### config.mk
export PLATFORM = sky130hd
export DESIGN_NAME = clkgen_analog_banks
export DESIGN_NICKNAME = d
export VERILOG_FILES = /design/src/rtl/byte_lane_write.v /design/src/rtl/clkgen_analog_banks.v
export VERILOG_INCLUDE_DIRS = /design/src /design/src/rtl
export SDC_FILE = /design/constraint.sdc
export NUM_CORES = 1
export LEC_CHECK = 0
export BUFFER_PORTS_ARGS = -buffer_cell sky130_fd_sc_hd__buf_4
export CORE_UTILIZATION = 45
export DETAILED_ROUTE_END_ITERATION = 6
export PLACE_DENSITY_LB_ADDON = 0.3
export SLEW_MARGIN = 10
export SYNTH_ARGS = -nofsm -noshare
export SYNTH_HDL_FRONTEND = slang
export SYNTH_SLANG_ARGS = --single-unit
export TNS_END_PERCENT = 5
### constraint.sdc
create_clock -name core_clk -period 2.4 [get_ports core_clk]
set_input_delay 0.36 -clock core_clk [delete_from_list [all_inputs] [get_ports core_clk]]
set_output_delay 0.36 -clock core_clk [all_outputs]
set_load 0.02 [all_outputs]
### src/rtl/clkgen_bank_defines.vh
// constants for the clock-generator and analog/serial side-band register banks
// assumes an AHB-Lite master with 32-bit data and full 32-bit addresses
`ifndef CLKGEN_BANK_DEFINES_VH
`define CLKGEN_BANK_DEFINES_VH

// ****************************************
// register map
// ****************************************
`define CG_DATA_BASE 32'h50000800
`define CG_RISE_ADDR 32'h50000C10
`define CG_FALL_ADDR 32'h50000C20
`define AS_DATA_BASE 32'h50001000
`define CG_BANK_BASE 32'h50000800
`define AS_BANK_BASE 32'h50001000
`define BANK_SPAN_MSB 10
`define ALIAS_MSB 9

// ****************************************
// clock-generator data byte 0 fields
// ****************************************
`define CG_CP_LSB 0
`define CG_CT_LSB 2
`define CG_POL_BIT 4
`define CG_LOCKED_BIT 5
`define CG_BYPASS_BIT 6
`define CG_IGNORE_BIT 7
`define CG_DATA_RESET 8'h00
`define CG_RW_MASK 8'h9F

// ****************************************
// analog/serial enables fields
// ****************************************
`define AS_BIAS_OFF_BIT 0
`define AS_LNA0_BIT 1
`define AS_LNA1_BIT 2
`define AS_REF0_BIT 3
`define AS_REF1_BIT 4
`define AS_VCM_BIT 5
`define AS_SEA_BIT 6
`define AS_FDA0_BIT 7
`define AS_FDA1_BIT 8
`define AS_CONV_INV_BIT 9
`define AS_BAUD_BIT 16
`define AS_DCD_BIT 17
`define AS_DSR_BIT 18
`define AS_RI_BIT 19
`define AS_IRQ_CFG_BIT 20
`define AS_RING_CFG_BIT 21
`define AS_RESET 32'h00000000
`define AS_RW_MASK 32'h003F03FF
`define IE_RESET 32'h00000000

// ****************************************
// AHB-Lite encodings
// ****************************************
`define HTRANS_NSEQ 2'h2
`define HSIZE_BYTE 3'h0

`endif

### src/rtl/byte_lane_write.v
// one byte lane of a register with optional per-bit masked write
// assumes the enables and mask are already decoded in the bus clock domain
module byte_lane_write (
  // lane control
  input wire lane_en,
  input wire masked,
  input wire [7:0] bit_mask,
  // data
  input wire [7:0] old_byte,
  input wire [7:0] new_byte,
  input wire [7:0] writable,
  output wire [7:0] result
);
  wire [7:0] sel;
  // masked byte write keeps unselected bits; wide writes take every writable bit
  assign sel = (lane_en ? (masked ? bit_mask : 8'hFF) : 8'h00) & writable;
  assign result = (new_byte & sel) | (old_byte & ~sel);
endmodule

### src/rtl/clkgen_analog_banks.v
// AHB-Lite slave for the clock-generator and analog/serial side-band banks
// assumes the status inputs come from other clock domains or analog cells
`include "clkgen_bank_defines.vh"

// Notes on behaviour
// - lock status bit is read-only, high when the loop is locked
// - bypass status bit is read-only, high when the generator is bypassed
// - lock-override bit tells the clock controller to skip lock on deep-sleep wake
// - charge pump current field resets to 00; software keeps it there
// - oscillator coarse-tune field resets to 00; software keeps it there
// - phase detector invert bit resets low; keep it low
// - per-bit rise and fall enables on data bits raise the bank interrupt
// - bank interrupt is qualified only by the edge enables, no direction gating
// - analog bias disable bit resets low; high kills all bias currents
// - amplifier, reference and common-mode enable outputs reset low, active high
// - converter clock invert bit resets low
// - baud clock enable bit resets low, gates serial baud clock
// - three active-low modem status drives reset low, leaving status asserted
// - byte writes into data windows use address bits 9:2 as bit mask
// - address bits 1:0 select the byte targeted by a masked write
// - half-word and word writes skip the mask and write bytes directly
// - each data register aliases over 1024 bytes from its base
module clkgen_analog_banks (
  // clock and reset
  input wire core_clk,
  input wire arst_n,
  // AHB-Lite slave
  input wire hsel,
  input wire [31:0] haddr,
  input wire [1:0] htrans,
  input wire hwrite,
  input wire [2:0] hsize,
  input wire [31:0] hwdata,
  input wire hready,
  output reg [31:0] hrdata,
  output reg hreadyout,
  output reg hresp,
  // clock generator status and control
  input wire pll_locked_in,
  input wire pll_bypassed_in,
  output reg charge_pump_current_0,
  output reg charge_pump_current_1,
  output reg oscillator_coarse_tune_0,
  output reg oscillator_coarse_tune_1,
  output reg phase_detector_invert,
  output reg lock_override,
  output reg clock_gen_irq,
  // analog enables
  output reg analog_bias_disable,
  output reg low_noise_amp0_on,
  output reg low_noise_amp1_on,
  output reg ext_reference0_on,
  output reg ext_reference1_on,
  output reg common_mode_gen_on,
  output reg single_ended_amp_on,
  output reg diff_amp0_on,
  output reg diff_amp1_on,
  output reg converter_clock_invert,
  // serial port side-band
  output reg baud_clock_on,
  output reg ring_indicate_drive_n,
  output reg set_ready_drive_n,
  output reg carrier_detect_drive_n,
  output reg modem_ring_cfg_reserved,
  output reg modem_irq_cfg_reserved
);

  // ****************************************
  // status synchronisers
  // ****************************************
  reg lock_meta_reg;
  reg lock_sync_reg;
  reg byp_meta_reg;
  reg byp_sync_reg;
  always @(posedge core_clk or negedge arst_n) begin
    if (!arst_n) begin
      lock_meta_reg <= 1'b0;
      lock_sync_reg <= 1'b0;
      byp_meta_reg <= 1'b0;
      byp_sync_reg <= 1'b0;
    end else begin
      lock_meta_reg <= pll_locked_in;
      lock_sync_reg <= lock_meta_reg;
      byp_meta_reg <= pll_bypassed_in;
      byp_sync_reg <= byp_meta_reg;
    end
  end

  // ****************************************
  // address phase capture
  // ****************************************
  reg wr_pend_reg;
  reg [31:0] wr_addr_reg;
  reg [2:0] wr_size_reg;
  wire addr_phase;
  assign addr_phase = hsel && hready && htrans[1];

  always @(posedge core_clk or negedge arst_n) begin
    if (!arst_n) begin
      wr_pend_reg <= 1'b0;
      wr_addr_reg <= 32'h00000000;
      wr_size_reg <= 3'h0;
    end else if (hready) begin
      wr_pend_reg <= addr_phase && hwrite;
      wr_addr_reg <= haddr;
      wr_size_reg <= hsize;
    end
  end

  // ****************************************
  // decode
  // ****************************************
  // data registers answer across their whole aliased window
  function cg_hit;
    input [31:0] a;
    begin
      cg_hit = ({a[31:`BANK_SPAN_MSB], 10'h000} == `CG_DATA_BASE);
    end
  endfunction
  function as_hit;
    input [31:0] a;
    begin
      as_hit = ({a[31:`BANK_SPAN_MSB], 10'h000} == `AS_DATA_BASE);
    end
  endfunction
  function bank_hit;
    input [31:0] a;
    begin
      bank_hit = ({a[31:11], 11'h000} == `CG_BANK_BASE) || ({a[31:11], 11'h000} == `AS_BANK_BASE);
    end
  endfunction

  // byte lanes of the write, from size and address low bits
  reg [3:0] lanes;
  always @* begin
    case (wr_size_reg)
      3'h0: lanes = 4'h1 << wr_addr_reg[1:0];
      3'h1: lanes = wr_addr_reg[1] ? 4'hC : 4'h3;
      default: lanes = 4'hF;
    endcase
  end
  wire masked_wr;
  wire [7:0] wr_mask;
  // mask only applies to byte writes into the data windows
  assign masked_wr = (wr_size_reg == `HSIZE_BYTE);
  assign wr_mask = wr_addr_reg[`ALIAS_MSB:2];

  // ****************************************
  // registers
  // ****************************************
  reg [7:0] cg_data_reg;
  reg [31:0] rise_en_reg;
  reg [31:0] fall_en_reg;
  reg [31:0] as_data_reg;
  wire [7:0] cg_next;
  wire [31:0] as_next;
  wire [31:0] rise_next;
  wire [31:0] fall_next;

  wire cg_wr;
  wire as_wr;
  wire rise_wr;
  wire fall_wr;
  assign cg_wr = wr_pend_reg && cg_hit(wr_addr_reg);
  assign as_wr = wr_pend_reg && as_hit(wr_addr_reg);
  assign rise_wr = wr_pend_reg && ({wr_addr_reg[31:2], 2'h0} == `CG_RISE_ADDR);
  assign fall_wr = wr_pend_reg && ({wr_addr_reg[31:2], 2'h0} == `CG_FALL_ADDR);

  // status bits never take write data
  byte_lane_write cg_lane (
    .lane_en(cg_wr && lanes[0]),
    .masked(masked_wr),
    .bit_mask(wr_mask),
    .old_byte(cg_data_reg),
    .new_byte(hwdata[7:0]),
    .writable(`CG_RW_MASK),
    .result(cg_next)
  );

  wire [31:0] as_rw;
  assign as_rw = `AS_RW_MASK;
  genvar g;
  generate
    for (g = 0; g < 4; g = g + 1) begin : lane
      byte_lane_write as_lane (
        .lane_en(as_wr && lanes[g]),
        .masked(masked_wr),
        .bit_mask(wr_mask),
        .old_byte(as_data_reg[8*g+7:8*g]),
        .new_byte(hwdata[8*g+7:8*g]),
        .writable(as_rw[8*g+7:8*g]),
        .result(as_next[8*g+7:8*g])
      );
      byte_lane_write rise_lane (
        .lane_en(rise_wr && lanes[g]),
        .masked(1'b0),
        .bit_mask(8'hFF),
        .old_byte(rise_en_reg[8*g+7:8*g]),
        .new_byte(hwdata[8*g+7:8*g]),
        .writable(8'hFF),
        .result(rise_next[8*g+7:8*g])
      );
      byte_lane_write fall_lane (
        .lane_en(fall_wr && lanes[g]),
        .masked(1'b0),
        .bit_mask(8'hFF),
        .old_byte(fall_en_reg[8*g+7:8*g]),
        .new_byte(hwdata[8*g+7:8*g]),
        .writable(8'hFF),
        .result(fall_next[8*g+7:8*g])
      );
    end
  endgenerate

  always @(posedge core_clk or negedge arst_n) begin
    if (!arst_n) begin
      cg_data_reg <= `CG_DATA_RESET;
      as_data_reg <= `AS_RESET;
      rise_en_reg <= `IE_RESET;
      fall_en_reg <= `IE_RESET;
    end else begin
      cg_data_reg <= cg_next;
      as_data_reg <= as_next;
      rise_en_reg <= rise_next;
      fall_en_reg <= fall_next;
    end
  end

  // live view of the clock-generator byte, status bits from synchronisers
  wire [7:0] cg_view;
  assign cg_view = {cg_data_reg[7], byp_sync_reg, lock_sync_reg, cg_data_reg[4:0]};

  // ****************************************
  // edge interrupt
  // ****************************************
  // only the edge enables qualify; no direction register exists here
  reg [7:0] cg_prev_reg;
  wire [7:0] rise_ev;
  wire [7:0] fall_ev;
  assign rise_ev = cg_view & ~cg_prev_reg & rise_en_reg[7:0];
  assign fall_ev = ~cg_view & cg_prev_reg & fall_en_reg[7:0];
  always @(posedge core_clk or negedge arst_n) begin
    if (!arst_n) begin
      cg_prev_reg <= 8'h00;
      clock_gen_irq <= 1'b0;
    end else begin
      cg_prev_reg <= cg_view;
      clock_gen_irq <= |(rise_ev | fall_ev);
    end
  end

  // ****************************************
  // read path and response
  // ****************************************
  reg [31:0] rd_next;
  always @* begin
    rd_next = 32'h00000000;
    if (cg_hit(haddr)) begin
      rd_next = {24'h000000, cg_view};
    end else if (as_hit(haddr)) begin
      rd_next = as_data_reg;
    end else if ({haddr[31:2], 2'h0} == `CG_RISE_ADDR) begin
      rd_next = rise_en_reg;
    end else if ({haddr[31:2], 2'h0} == `CG_FALL_ADDR) begin
      rd_next = fall_en_reg;
    end
  end

  // unmapped addresses outside both banks get the two-cycle error
  reg err_pend_reg;
  always @(posedge core_clk or negedge arst_n) begin
    if (!arst_n) begin
      hrdata <= 32'h00000000;
      hreadyout <= 1'b1;
      hresp <= 1'b0;
      err_pend_reg <= 1'b0;
    end else if (err_pend_reg) begin
      hreadyout <= 1'b1;
      err_pend_reg <= 1'b0;
    end else if (addr_phase && !bank_hit(haddr)) begin
      hreadyout <= 1'b0;
      hresp <= 1'b1;
      err_pend_reg <= 1'b1;
    end else begin
      hreadyout <= 1'b1;
      hresp <= 1'b0;
      if (addr_phase && !hwrite) begin
        hrdata <= rd_next;
      end
    end
  end

  // ****************************************
  // side-band outputs
  // ****************************************
  always @(posedge core_clk or negedge arst_n) begin
    if (!arst_n) begin
      charge_pump_current_0 <= 1'b0;
      charge_pump_current_1 <= 1'b0;
      oscillator_coarse_tune_0 <= 1'b0;
      oscillator_coarse_tune_1 <= 1'b0;
      phase_detector_invert <= 1'b0;
      lock_override <= 1'b0;
      analog_bias_disable <= 1'b0;
      low_noise_amp0_on <= 1'b0;
      low_noise_amp1_on <= 1'b0;
      ext_reference0_on <= 1'b0;
      ext_reference1_on <= 1'b0;
      common_mode_gen_on <= 1'b0;
      single_ended_amp_on <= 1'b0;
      diff_amp0_on <= 1'b0;
      diff_amp1_on <= 1'b0;
      converter_clock_invert <= 1'b0;
      baud_clock_on <= 1'b0;
      ring_indicate_drive_n <= 1'b0;
      set_ready_drive_n <= 1'b0;
      carrier_detect_drive_n <= 1'b0;
      modem_ring_cfg_reserved <= 1'b0;
      modem_irq_cfg_reserved <= 1'b0;
    end else begin
      // one cycle behind the register, so all outputs stay flopped
      charge_pump_current_0 <= cg_data_reg[`CG_CP_LSB];
      charge_pump_current_1 <= cg_data_reg[`CG_CP_LSB+1];
      oscillator_coarse_tune_0 <= cg_data_reg[`CG_CT_LSB];
      oscillator_coarse_tune_1 <= cg_data_reg[`CG_CT_LSB+1];
      phase_detector_invert <= cg_data_reg[`CG_POL_BIT];
      lock_override <= cg_data_reg[`CG_IGNORE_BIT];
      analog_bias_disable <= as_data_reg[`AS_BIAS_OFF_BIT];
      low_noise_amp0_on <= as_data_reg[`AS_LNA0_BIT];
      low_noise_amp1_on <= as_data_reg[`AS_LNA1_BIT];
      ext_reference0_on <= as_data_reg[`AS_REF0_BIT];
      ext_reference1_on <= as_data_reg[`AS_REF1_BIT];
      common_mode_gen_on <= as_data_reg[`AS_VCM_BIT];
      single_ended_amp_on <= as_data_reg[`AS_SEA_BIT];
      diff_amp0_on <= as_data_reg[`AS_FDA0_BIT];
      diff_amp1_on <= as_data_reg[`AS_FDA1_BIT];
      converter_clock_invert <= as_data_reg[`AS_CONV_INV_BIT];
      baud_clock_on <= as_data_reg[`AS_BAUD_BIT];
      ring_indicate_drive_n <= as_data_reg[`AS_RI_BIT];
      set_ready_drive_n <= as_data_reg[`AS_DSR_BIT];
      carrier_detect_drive_n <= as_data_reg[`AS_DCD_BIT];
      modem_ring_cfg_reserved <= as_data_reg[`AS_RING_CFG_BIT];
      modem_irq_cfg_reserved <= as_data_reg[`AS_IRQ_CFG_BIT];
    end
  end

endmodule

==> metrics <==
outcome finished, final reports clean; Design Area, Final 0.00977 sq mm; CP max stage cell mux2_2; Worst Path Buf+Inv 1; crit path DAT 2.65 ns; Inserted Clock Buffers 17; minimum clock period 2.35 ns; HP Class input port to flop; hold path startpoint pll_locked_in; Critical Path Max Stage Delay 0.43 ns; Area Overhead vs Synth 26.0%; DRC marker count from the first detailed-route iteration 230; most frequent cell after synthesis dfrtp_1; global-route wire length before repair 29300 um; worst r2r src wr_addr_reg[22]; via count 5252; R2R depth 6; H-tree levels 4; top_reg_cell synth dfrtp_1; Synth Warn # 0; CTS tree built; GPL Wtd Cong 0.822; syn avg cell area 13.5 sq um; Post-synth ARST share 1.00; NetSw 1.53 mW; DRT Pass-1 Iters 4; endpoints failing hold 0; DP Wirelength 12700 um; Max Slew Vio Count 0; R2R Setup Slk 0.05 ns; DR vias/cell 5.52; TritonCTS sink count 186; WHS Path Cells 1; pin count of the biggest net entering global routing 61; worst skew pair latency 0.44 ns; peak supply drop 0.506 mV; core box area 0.0167 sq mm; synth unique cells 44; mapped cell area 0.00775 sq mm; Post-DRT Antenna Nets 0; DRC errors left 0; Leak Pwr 4.36 nW; Slew Limit Headroom 0.536; Worst Setup End Kind flop; initial antenna violation count 0; part of the cycle the worst path needs 0.978; fraction of power spent switching nets 0.223; Die W 133 um; RSZ-0062 raised after global routing yes; cell family with most CP delay simple AND/OR/NAND/NOR gates; Final TNS setup 0 ns; PortBufs 131; routed length per instance 18.8 um; Chip Height 133 um; clk root buf clkbuf_16; sequential share of power 0.491; Worst Max-Slew Pin Slew 0.694 ns; layout cells sized above 1 0.466; Total GRT Usage 0.216; gr ovfl total 0; Starting Density 0.464; total setup buffers inserted after CTS 0; synth top area cells dfrtp_1 (60%), mux2_2 (20%), a22oi_1 (3.9%), nor2_1 (2.2%), a21oi_1 (1.0%); Clk network pwr share 0.430; Post-Route WL 17900 um; Power Dens Cells 705 mW/mm^2; Max Freq 426 MHz; Hold Path Sink lock_meta_reg; Logic pwr share 0.079; worst-path fanout max 14; Int Pwr 5.35 mW; Core Rows 47; Final #Nets 795; Synth top cells by count dfrtp_1 (185), mux2_2 (135), nor2_1 (46), a22oi_1 (40), clkbuf_1 (20); final setup fails 0; Req. time, crit path 2.70 ns; crit path kind flop to flop; CTS Buffer Depth 2; EDFF count, synth 0; syn nets 648; vias in the first global route 5661; max-cap violations 0; CTS resizes 0; Critical Path, Cell by Cell nor4b_2 > nand3_2 > nor4b_4 > buf_12 > nand4_2 > mux2_2; Worst-path clk slew 0.07 ns; Ports 133; FILL cells 1374; Yosys top cell by area dfrtp_1; Setup Skew 0.0168 ns; share of the synthesized area in the top cell type 0.597; Cells after Synth 572; Placed Area 0.00913 sq mm; die area 0.0178 sq mm; register area share after synthesis 0.601; CP startpoint kind flop; Ant. Diodes 0; post-synthesis register bit count 186
[through the flow]
step	setup slack, ns	hold slack, ns	total power [mW]	cells	util
4_1_cts	0.0304	0.0214	6.94	951	0.585
3_5_place_dp	0.0275	0.337	3.99	919	0.547
6_report	0.0530	0.0307	6.88	951	0.585
3_3_place_gp	0.0980	0.334	3.95	919	0.547
5_1_grt	-0.0556	0.0179	7.14	951	0.585
2_1_floorplan	0.258	0.0644	3.68	572	-
[cell type report]
cell class	count	area, sq um	area share
Sequential cell	186	4660	0.477
Multi-Input combinational cell	353	2970	0.304
Timing Repair Buffer	156	1230	0.126
Clock buffer	21	460	0.0471
Tap cell	220	275	0.0282
Clock inverter	10	165	0.0169
Inverter	5	18.8	0.00192
[layout by cell type (no fill, tap or decap), types with 3 or more instances in the layout]
cell type,n
nor2b_1,7
o221ai_1,8
mux2_2,135
o21a_1,8
buf_4,150
nor4b_2,4
nor4_2,3
buf_12,4
nand3_1,6
clkinvlp_4,3
nor4b_1,4
a22oi_1,40
nand4_2,4
nand3b_1,7
nor2_1,46
nand2_1,15
nor4_1,6
o21ai_0,14
inv_1,5
a21oi_1,16
clkbuf_16,17
dfrtp_1,185
bufinv_16,4
[timing repair]
action                     4_1_cts  5_1_grt
hold buffers                     1        0
hold endpoints to repair        54        0
setup endpoints to repair        0       28
[kinds of logic after synthesis]
| family | count (synthesis) | synth area share |
|---|---|---|
| AO/OA/AOI/OAI | 94 | 0.0823 |
| AND/OR/NAND/NOR | 123 | 0.101 |
| multiplexers | 136 | 0.198 |
| buffers and inverters | 33 | 0.0181 |
| flip-flops | 186 | 0.601 |
[power by group through the flow]
| stage | clock network, mW | logic (mW) | registers, mW |
|---|---|---|---|
| floorplan | 0 | 0.245 | 3.43 |
| global placement | 0 | 0.525 | 3.43 |
| detailed placement | 0 | 0.545 | 3.44 |
| CTS | 3.01 | 0.548 | 3.38 |
| global route | 3.15 | 0.591 | 3.40 |
| finish | 2.96 | 0.541 | 3.38 |
[worst max path at each step]
stage                      end  slack, ns  cells past startpoint            start
after CTS                 flop       0.03                      6  wr_addr_reg[22]
after detailed placement  flop       0.03                      6  wr_addr_reg[22]
after global routing      flop      -0.06                      6  wr_addr_reg[22]
after global placement    flop        0.1                      6  wr_addr_reg[14]
final                     flop       0.05                      6  wr_addr_reg[22]
after floorplan           flop       0.26                      6  wr_addr_reg[14]
[routing by layer]
layer  up-vias  routed length [um]  global-route usage
met5         -                   0                   0
met4         0                 334              0.0821
met3        27                 926              0.0476
met2       151                9040               0.367
met1      2689                7600               0.270
li1       2385                   -                   -
(Power assumes the default switching activity.)
